$ cat src/str_consts.svh
// constants for the sync terminal router: register offsets, fields, clock and resync rates
// assumes inclusion by the resync generator and the top module only
// Functional notes
// - each route drives one way only, source terminal to destination terminal
// - sync lines 0..6 are selectable route sources
// - sync lines 0..6 are selectable route destinations
// - line 7 input may only feed the master timebase select
// - import 10 or 20 MHz on line 7; export only local 20 MHz
// - local oscillator routes only to line 7 output, card-wide
// - backplane 10 MHz clock feeds only master timebase select
// - star trigger received only when card sits in slot 3 or higher
// - resync source is a 10 Hz square wave at 50 percent duty
// - resync clock routes only to sync lines 0..6
// - frame-received pulse is one bit time in last end-of-frame bit
// - transceiver fault rests high, asserts low on fault
// - one start trigger shared by all tasks of an interface
// - with no start source routed, trigger fires when communication begins
// - start trigger can be exported on any of lines 0..6
// - unsupported selections are rejected with an error, no route made
// - routed start trigger fires on first rising edge of its source; code also fires at once on a source already high when routed
// - unconnected master timebase select uses the local oscillator
`ifndef STR_CONSTS_SVH
`define STR_CONSTS_SVH
`define STR_ADDR_CMD      4'h0
`define STR_ADDR_STATUS   4'h4
`define STR_ADDR_CFG      4'h8
`define STR_ADDR_ROUTE0   4'hc
`define STR_CMD_SRC_LSB   0
`define STR_CMD_DST_LSB   8
`define STR_CMD_CONN_BIT  16
`define STR_CFG_FORM_LSB  0
`define STR_CFG_PXI_BIT   2
`define STR_CFG_SLOT_LSB  4
`define STR_MIN_STAR_SLOT 4'h3
`define STR_CLK_HZ        25000000
`define STR_RESYNC_HZ     10
`define STR_RESYNC_HALF   (`STR_CLK_HZ / (2 * `STR_RESYNC_HZ))
`endif

$ cat src/str_pkg.sv
// types for the sync terminal router
// assumes str_consts.svh beside it
package str_pkg;
  typedef enum logic [3:0] {
    STR_SRC_LINE0, STR_SRC_LINE1, STR_SRC_LINE2, STR_SRC_LINE3,
    STR_SRC_LINE4, STR_SRC_LINE5, STR_SRC_LINE6,
    STR_SRC_TIMEBASE_LINE, STR_SRC_STAR, STR_SRC_BACKPLANE_10M,
    STR_SRC_LOCAL_OSC, STR_SRC_RESYNC, STR_SRC_FRAME_RX,
    STR_SRC_XCVR_FAULT, STR_SRC_START_TRIG, STR_SRC_NONE
  } str_src_e;
  // destinations 0..6 are lines, then line 7, master timebase, start trigger
  typedef enum logic [3:0] {
    STR_DST_LINE0, STR_DST_LINE1, STR_DST_LINE2, STR_DST_LINE3,
    STR_DST_LINE4, STR_DST_LINE5, STR_DST_LINE6,
    STR_DST_TIMEBASE_LINE, STR_DST_MASTER_TB, STR_DST_START_TRIG
  } str_dst_e;
  typedef struct packed {
    logic     connected;
    str_src_e source;
  } str_route_s;
  typedef struct packed {
    logic [1:0] form;   // 0 pci, 1 pxi, 2 small card
    logic [3:0] slot;
  } str_cfg_s;
endpackage : str_pkg

$ cat src/str_sync2.sv
// two-flop synchroniser for a bus of pin inputs
// assumes inputs asynchronous to clock_i
`timescale 1ns/1ps
`default_nettype none
module str_sync2 #(
  parameter int W = 1
) (
  input  wire logic         clock_i,
  input  wire logic         rst_b_i,
  input  wire logic [W-1:0] d_i,
  output logic      [W-1:0] q_o
);
  logic [W-1:0] meta_ff;
  logic [W-1:0] sync_ff;
  always_ff @(posedge clock_i or negedge rst_b_i)
  begin
    if (!rst_b_i)
    begin
      meta_ff <= '0;
      sync_ff <= '0;
    end
    else
    begin
      meta_ff <= d_i;
      sync_ff <= meta_ff;
    end
  end
  assign q_o = sync_ff;
endmodule : str_sync2
`default_nettype wire

$ cat src/str_resync_gen.sv
// 10 Hz half-duty resync clock generator
// assumes clock_i at 25 MHz; half period shortenable for simulation
`timescale 1ns/1ps
`default_nettype none
`include "str_consts.svh"
module str_resync_gen #(
  parameter int HALF = `STR_RESYNC_HALF
) (
  input  wire logic clock_i,
  input  wire logic rst_b_i,
  output logic      resync_o
);
  logic [23:0] cnt_ff;
  logic [23:0] nxt_cnt;
  logic        lvl_ff;
  logic        nxt_lvl;
  always_comb
  begin
    nxt_cnt = cnt_ff + 24'h1;
    nxt_lvl = lvl_ff;
    if (cnt_ff == 24'(HALF - 1))
    begin
      nxt_cnt = '0;
      nxt_lvl = ~lvl_ff; // equal halves give 50 percent duty
    end
  end
  always_ff @(posedge clock_i or negedge rst_b_i)
  begin
    if (!rst_b_i)
    begin
      cnt_ff <= '0;
      lvl_ff <= 1'b0;
    end
    else
    begin
      cnt_ff <= nxt_cnt;
      lvl_ff <= nxt_lvl;
    end
  end
  assign resync_o = lvl_ff;
endmodule : str_resync_gen
`default_nettype wire

$ cat src/str_router.sv
// sync terminal router: routes card events to and from the sync bus
// assumes AXI4-Lite master on clock_i; pins asynchronous
`timescale 1ns/1ps
`default_nettype none
`include "str_consts.svh"
module str_router
  import str_pkg::*;
#(
  parameter int RESYNC_HALF = `STR_RESYNC_HALF
) (
  // clock and reset
  input  wire logic        clock_i,
  input  wire logic        rst_b_i,
  // axi4-lite write
  input  wire logic [3:0]  awaddr_i,
  input  wire logic        awvalid_i,
  output logic             awready_o,
  input  wire logic [31:0] wdata_i,
  input  wire logic [3:0]  wstrb_i,
  input  wire logic        wvalid_i,
  output logic             wready_o,
  output logic [1:0]       bresp_o,
  output logic             bvalid_o,
  input  wire logic        bready_i,
  // axi4-lite read
  input  wire logic [3:0]  araddr_i,
  input  wire logic        arvalid_i,
  output logic             arready_o,
  output logic [31:0]      rdata_o,
  output logic [1:0]       rresp_o,
  output logic             rvalid_o,
  input  wire logic        rready_i,
  // sync bus lines 0..6, open drain style
  input  wire logic [6:0]  sync_line_i,
  output logic [6:0]       sync_line_o,
  output logic [6:0]       sync_line_oe_o,
  // timebase line 7
  input  wire logic        timebase_line_in_i,
  output logic             timebase_line_out_o,
  output logic             timebase_line_oe_o,
  // card sources
  input  wire logic        star_trigger_in_i,
  input  wire logic        backplane_10m_clock_in_i,
  input  wire logic        local_oscillator_src_i,
  input  wire logic        frame_received_pulse_i,
  input  wire logic        fault_n_i,
  input  wire logic        comm_begin_i,
  // card outputs
  output logic [1:0]       master_timebase_sel_o,
  output logic             start_trigger_o,
  output logic             cmd_error_o
);
  localparam int NDST = 10;
  logic [4:0] pin_s;
  logic       resync;
  str_route_s routes_ff [NDST];
  str_route_s nxt_routes [NDST];
  str_cfg_s   cfg_ff;
  str_cfg_s   nxt_cfg;
  logic       err_ff;
  logic       nxt_err;
  logic       start_ff;
  logic       nxt_start;
  logic       prev_src_ff;
  logic       nxt_prev_src;
  logic       aw_ff;
  logic       w_ff;
  logic [3:0] awa_ff;
  logic [31:0] wd_ff;
  logic       nxt_aw;
  logic       nxt_w;
  logic [3:0] nxt_awa;
  logic [31:0] nxt_wd;
  logic       bv_ff;
  logic       nxt_bv;
  logic       rv_ff;
  logic       nxt_rv;
  logic [31:0] rd_ff;
  logic [31:0] nxt_rd;
  logic [6:0] lines_s;
  logic       do_write;
  str_src_e   req_src;
  logic [3:0] req_dst;
  logic       req_conn;
  logic       legal;
  logic       start_lvl;
  logic [NDST*5-1:0] routes_flat;
  logic [NDST-1:0]   tb_misroute;

  str_sync2 #(.W(12)) u_sync (
    .clock_i (clock_i),
    .rst_b_i (rst_b_i),
    .d_i     ({sync_line_i, timebase_line_in_i, star_trigger_in_i,
                backplane_10m_clock_in_i, frame_received_pulse_i,
                fault_n_i}),
    .q_o     ({lines_s, pin_s})
  );

  str_resync_gen #(.HALF(RESYNC_HALF)) u_resync (
    .clock_i  (clock_i),
    .rst_b_i  (rst_b_i),
    .resync_o (resync)
  );

  // legality of one source/destination pair for the configured variant
  function automatic logic pair_ok(str_src_e s, logic [3:0] d,
                                   str_cfg_s c);
    logic line_dst;
    logic pxi;
    line_dst = (d < 4'd7);
    pxi = (c.form == 2'd1);
    pair_ok = 1'b0;
    case (s)
      STR_SRC_LINE0, STR_SRC_LINE1, STR_SRC_LINE2, STR_SRC_LINE3,
      STR_SRC_LINE4, STR_SRC_LINE5, STR_SRC_LINE6:
        pair_ok = (d == 4'(STR_DST_START_TRIG)) ||
                  (d == 4'(STR_DST_MASTER_TB));
      STR_SRC_TIMEBASE_LINE:
        pair_ok = (d == 4'(STR_DST_MASTER_TB));
      STR_SRC_BACKPLANE_10M:
        pair_ok = pxi && (d == 4'(STR_DST_MASTER_TB));
      STR_SRC_STAR:
        pair_ok = pxi && (c.slot >= `STR_MIN_STAR_SLOT) &&
                  (d == 4'(STR_DST_START_TRIG));
      STR_SRC_LOCAL_OSC:
        pair_ok = (c.form != 2'd2) &&
                  (d == 4'(STR_DST_TIMEBASE_LINE));
      STR_SRC_RESYNC:
        pair_ok = line_dst;
      STR_SRC_FRAME_RX, STR_SRC_XCVR_FAULT, STR_SRC_START_TRIG:
        pair_ok = line_dst;
      default:
        pair_ok = 1'b0;
    endcase
    if (d > 4'(STR_DST_START_TRIG))
      pair_ok = 1'b0;
  endfunction : pair_ok

  function automatic logic src_level(str_src_e s, logic [6:0] l,
                                     logic [4:0] p, logic rs,
                                     logic st);
    case (s)
      STR_SRC_LINE0, STR_SRC_LINE1, STR_SRC_LINE2, STR_SRC_LINE3,
      STR_SRC_LINE4, STR_SRC_LINE5, STR_SRC_LINE6:
        src_level = l[s[2:0]];
      STR_SRC_STAR:        src_level = p[3];
      STR_SRC_FRAME_RX:    src_level = p[1];
      STR_SRC_XCVR_FAULT:  src_level = p[0];
      STR_SRC_RESYNC:      src_level = rs;
      STR_SRC_START_TRIG:  src_level = st;
      default:             src_level = 1'b0;
    endcase
  endfunction : src_level

  assign req_src  = str_src_e'(wd_ff[`STR_CMD_SRC_LSB +: 4]);
  assign req_dst  = wd_ff[`STR_CMD_DST_LSB +: 4];
  assign req_conn = wd_ff[`STR_CMD_CONN_BIT];
  assign do_write = aw_ff && w_ff && !bv_ff;
  assign legal    = pair_ok(req_src, req_dst, cfg_ff);

  // register bus and route table
  always_comb
  begin
    nxt_aw  = aw_ff;
    nxt_w   = w_ff;
    nxt_awa = awa_ff;
    nxt_wd  = wd_ff;
    nxt_bv  = bv_ff && !bready_i;
    nxt_rv  = rv_ff && !rready_i;
    nxt_rd  = rd_ff;
    nxt_cfg = cfg_ff;
    nxt_err = err_ff;
    nxt_routes = routes_ff;
    if (awvalid_i && !aw_ff)
    begin
      nxt_aw  = 1'b1;
      nxt_awa = awaddr_i;
    end
    if (wvalid_i && !w_ff)
    begin
      nxt_w  = 1'b1;
      nxt_wd = wdata_i;
    end
    if (do_write)
    begin
      nxt_aw = 1'b0;
      nxt_w  = 1'b0;
      nxt_bv = 1'b1;
      if (awa_ff == `STR_ADDR_CMD && wstrb_i != 4'h0)
      begin
        if (req_conn && !legal)
          nxt_err = 1'b1; // rejected, table untouched
        else if (req_dst <= 4'(STR_DST_START_TRIG))
        begin
          nxt_err = 1'b0;
          nxt_routes[req_dst].connected = req_conn;
          nxt_routes[req_dst].source = req_src;
        end
        else
          nxt_err = 1'b1;
      end
      else if (awa_ff == `STR_ADDR_CFG)
      begin
        nxt_cfg.form = wd_ff[`STR_CFG_FORM_LSB +: 2];
        nxt_cfg.slot = wd_ff[`STR_CFG_SLOT_LSB +: 4];
      end
    end
    if (arvalid_i && !rv_ff)
    begin
      nxt_rv = 1'b1;
      case (araddr_i)
        `STR_ADDR_STATUS: nxt_rd = {29'h0, start_ff, ~pin_s[0], err_ff};
        `STR_ADDR_CFG:    nxt_rd = {24'h0, cfg_ff.slot, 2'h0, cfg_ff.form};
        `STR_ADDR_ROUTE0: nxt_rd = {27'h0, routes_ff[STR_DST_START_TRIG]};
        default:          nxt_rd = 32'h0;
      endcase
    end
  end

  // start trigger: first rising edge of routed source (or a source already high when routed), else comm begin
  assign start_lvl = src_level(routes_ff[STR_DST_START_TRIG].source,
                               lines_s, pin_s, resync, 1'b0);
  always_comb
  begin
    nxt_prev_src = start_lvl;
    nxt_start = start_ff;
    if (routes_ff[STR_DST_START_TRIG].connected)
    begin
      if (start_lvl && !prev_src_ff)
        nxt_start = 1'b1;
    end
    else if (comm_begin_i)
      nxt_start = 1'b1;
  end

  always_ff @(posedge clock_i or negedge rst_b_i)
  begin
    if (!rst_b_i)
    begin
      aw_ff <= 1'b0;
      w_ff <= 1'b0;
      awa_ff <= 4'h0;
      wd_ff <= 32'h0;
      bv_ff <= 1'b0;
      rv_ff <= 1'b0;
      rd_ff <= 32'h0;
      cfg_ff <= '0;
      err_ff <= 1'b0;
      start_ff <= 1'b0;
      prev_src_ff <= 1'b1;
      for (int i = 0; i < NDST; i++)
        routes_ff[i] <= '{connected: 1'b0, source: STR_SRC_NONE};
    end
    else
    begin
      aw_ff <= nxt_aw;
      w_ff <= nxt_w;
      awa_ff <= nxt_awa;
      wd_ff <= nxt_wd;
      bv_ff <= nxt_bv;
      rv_ff <= nxt_rv;
      rd_ff <= nxt_rd;
      cfg_ff <= nxt_cfg;
      err_ff <= nxt_err;
      start_ff <= nxt_start;
      prev_src_ff <= nxt_prev_src;
      routes_ff <= nxt_routes;
    end
  end

  // line outputs: one direction only per route
  for (genvar g = 0; g < 7; g++)
  begin : g_line
    assign sync_line_oe_o[g] = routes_ff[g].connected;
    assign sync_line_o[g] = src_level(routes_ff[g].source, lines_s, pin_s,
                                      resync, start_ff);
  end

  // flat copy of the table and per-entry line 7 misuse, for the checks
  for (genvar g = 0; g < NDST; g++)
  begin : g_flat
    assign routes_flat[g*5 +: 5] = routes_ff[g];
    assign tb_misroute[g] = routes_ff[g].connected &&
                            (g != int'(STR_DST_MASTER_TB)) &&
                            (routes_ff[g].source == STR_SRC_TIMEBASE_LINE);
  end

  assign timebase_line_oe_o  = routes_ff[STR_DST_TIMEBASE_LINE].connected;
  assign timebase_line_out_o = timebase_line_oe_o &&
                               local_oscillator_src_i;
  // 0 local, 1 line 7, 2 backplane, 3 line 0..6
  always_comb
  begin
    master_timebase_sel_o = 2'd0;
    if (routes_ff[STR_DST_MASTER_TB].connected)
      case (routes_ff[STR_DST_MASTER_TB].source)
        STR_SRC_TIMEBASE_LINE: master_timebase_sel_o = 2'd1;
        STR_SRC_BACKPLANE_10M: master_timebase_sel_o = 2'd2;
        default:               master_timebase_sel_o = 2'd3;
      endcase
  end

  assign start_trigger_o = start_ff;
  assign cmd_error_o = err_ff;
  assign awready_o = !aw_ff;
  assign wready_o  = !w_ff;
  assign bvalid_o  = bv_ff;
  assign bresp_o   = 2'b00;
  assign arready_o = !rv_ff;
  assign rvalid_o  = rv_ff;
  assign rdata_o   = rd_ff;
  assign rresp_o   = 2'b00;
endmodule : str_router
`default_nettype wire

$ cat config.mk
export PLATFORM = sky130hd
export DESIGN_NAME = str_router
export DESIGN_NICKNAME = d
export VERILOG_FILES = /design/src/str_pkg.sv /design/src/str_sync2.sv /design/src/str_resync_gen.sv /design/src/str_router.sv
export VERILOG_INCLUDE_DIRS = /design/src /design/src/src
export SDC_FILE = /design/constraint.sdc
export NUM_CORES = 1
export LEC_CHECK = 0
export ABC_AREA = 0
export BUFFER_PORTS_ARGS = -buffer_cell sky130_fd_sc_hd__buf_2
export CORE_MARGIN = 4
export CORE_UTILIZATION = 56
export DETAILED_ROUTE_END_ITERATION = 6
export PLACE_DENSITY = 0.81
export SLEW_MARGIN = 15
export SYNTH_ARGS = -nofsm -noshare
export SYNTH_HDL_FRONTEND = slang
export SYNTH_HIERARCHICAL = 1
export SYNTH_SLANG_ARGS = --single-unit
$ cat constraint.sdc
create_clock -name clock_i -period 3.3 [get_ports clock_i]
set_input_delay 0.165 -clock clock_i [delete_from_list [all_inputs] [get_ports clock_i]]
set_output_delay 0.165 -clock clock_i [all_outputs]
set_load 0.01 [all_outputs]
==> flow_summary_export.csv <==
group,metric,value,unit
outcome,status,"finished, final reports clean",
clocking,clkSinkCount,129,
global_routing,overflow,0,
worst_setup_path,timing.rr.start,"wd_ff[0]",
cells_and_area,multi_input_area,0.00285,mm^2
power,leakage,3.23,nW
sta,finalHoldViolations,0,
clocking,root_buffer,"clkbuf_16",
clocking,clkLatencyLatePin,0.41,ns
detailed_routing,initialDrtViolationCount,434,
sta,finalSetupViolations,0,
sta,finClkSkew,0.00712,ns
yosys,netlist_instances,571,
sta,rsz0062_at_grt,"no",
die,core,0.0114,mm^2
worst_hold_path,hp-start,"araddr_i[0]",
clocking,numCtsBuffers,17,
yosys,yosys_warnings,6,
worst_setup_path,start_kind,"flip-flop",
clocking,htreeDepth,4,
die,die_w,116,um
worst_setup_path,r2r_setup_slack,0.57,ns
global_routing,grt_max_degree,81,
sta,relSlewSlack,38.6,%
worst_setup_path,cp.arrival,2.98,ns
cells_and_area,final_net_count,726,
sta,finalSetupTns,0,ns
detailed_routing,dr.pass1.iters,5,
place,post-dp-hpwl,9870,um
clocking,tritoncts,"yes",
worst_hold_path,worstHoldEndpoint,"rdata_o[3]",
power,p_per_area,674,mW/mm^2
global_routing,grt_pass1_vias,5058,
cells_and_area,nFillCells,830,
detailed_routing,via_count,4889,
sta,worst_pin_slew,0.918,ns
detailed_routing,routed_wl,15400,um
worst_setup_path,critPathMaxFanout,11,
clocking,cts_buffer_depth,2,
detailed_routing,drtAntennaViolNets,0,
die,ioPinCount,126,
worst_setup_path,r2r_end,"sync_line_oe_o[5]",
global_routing,grt_usage,24.5,%
worst_hold_path,hold_path.class,"primary input to flip-flop",
place,gp_congestion,0.881,
sta,slew_viol_final,0,
die,die-area,0.0134,mm^2
yosys,synth_area,0.00650,mm^2
die,rows,39,
cells_and_area,drive_gt1_share,30.1,%
die,die_y,116,um
detailed_routing,drc,0,
worst_setup_path,r2r_cells,5,
cells_and_area,insertedDiodeCount,0,
detailed_routing,vias_per_cell,6.00,
place,numPortBuffers,76,
sta,finalCritPeriodShare,82.7,%
detailed_routing,wl_per_cell,18.9,um
worst_setup_path,end_kind,"flip-flop",
clocking,clk_pin_slew_worst_paths,0.05,ns
worst_setup_path,crit_required,3.55,ns
cells_and_area,regArea,0.00327,mm^2
yosys,avgSynthCellArea,11.4,um^2
cells_and_area,syn_to_final_growth,18.0,%
job,maxCapViolCount,0,
place,place_area,0.00680,mm^2
power,peakVddDrop,0.000510,V
sta,max_freq,366,MHz
global_routing,antenna_found_initial,0,
global_routing,grt_pass1_wl,25100,um
worst_hold_path,min_delay_path_depth,4,
sta,min_period,2.73,ns
cells_and_area,final_area,0.00767,mm^2
die,initial_core_util,57.1,%
worst_setup_path,path_class,"flip-flop to flip-flop",
clocking,postCtsSetupRepairBufs,0,
-- worst max path at each step --
stage | start | endpoint | slack [ns]
floorplan | wd_ff[2] | routes_ff[4] | 0.95
global placement | wd_ff[0] | timebase_line_oe_o | 0.71
detailed placement | wd_ff[0] | timebase_line_oe_o | 0.65
CTS | wd_ff[0] | timebase_line_oe_o | 0.60
global route | wd_ff[0] | sync_line_oe_o[5] | 0.45
finish | wd_ff[0] | sync_line_oe_o[5] | 0.57
-- cells in the final DEF (no fill, tap or decap), types with 15 or more instances in the layout --
cell type,n
dfstp_2,37
buf_2,75
conb_1,28
nand3_1,21
o2bb2ai_1,28
o211ai_1,17
dlygate4sd3_1,31
nor2_1,23
mux2_2,31
o21ai_0,25
dfrtp_1,92
inv_1,20
clkbuf_16,17
nand2_1,36
mux2i_1,15
-- critical path, stage by stage (launching register included) --
cell and delay [ns]:
dfrtp_1 0.55, and4b_1 0.25, a41oi_1 0.26, nand3_1 0.43
o211ai_1 0.90, o2bb2ai_1 0.18
-- power by group --
| group | internal (mW) | switching (mW) |
|---|---|---|
| clock | 1.08 | 0.661 |
| sequential | 1.92 | 0.387 |
| combinational | 0.546 | 0.568 |
-- per-layer routing --
layer  GRT usage [%]  share of wire, %
met5               0                 0
met4            10.1               1.8
met3            6.68               7.2
met2            41.4                52
met1            29.8                39
-- stage by stage --
| stage | setup WS [ns] | hold WS [ns] | power, mW | util, % | std cells |
|---|---|---|---|---|---|
| final | 0.570 | 0.0716 | 5.17 | 67.4 | 815 |
| after global routing | 0.452 | 0.101 | 5.43 | 67.4 | 815 |
| after CTS | 0.600 | 0.0622 | 5.18 | 67.4 | 815 |
| after detailed placement | 0.649 | 0.237 | 3.39 | 59.8 | 753 |
| after global placement | 0.713 | 0.220 | 3.32 | 59.8 | 753 |
| after floorplan | 0.952 | -0.131 | 3.06 | - | 598 |
-- flip-flops by register name, summed over array words and instances (netlist names), 4 cells and up --
signal           count
routes_ff           38
sync_line_oe_o       7
awa_ff               4
cfg_ff               6
u_resync/cnt_ff     24
wd_ff               13
u_sync/q_o          10
rdata_o              8
u_sync/meta_ff      10
-- final cells by class --
cell class,instances,share of cell area (%)
Sequential cell,129,42.7
Multi-Input combinational cell,381,37.1
Timing Repair Buffer,111,9.60
Clock buffer,21,6.14
Tap cell,143,2.33
Clock inverter,10,1.13
Inverter,20,0.979
-- repair_timing --
action                    4_1_cts  5_1_grt
gates resized for setup         0        0
hold endpoints to repair       59        0
hold buffers                   31        0
(Power assumes the default switching activity.)
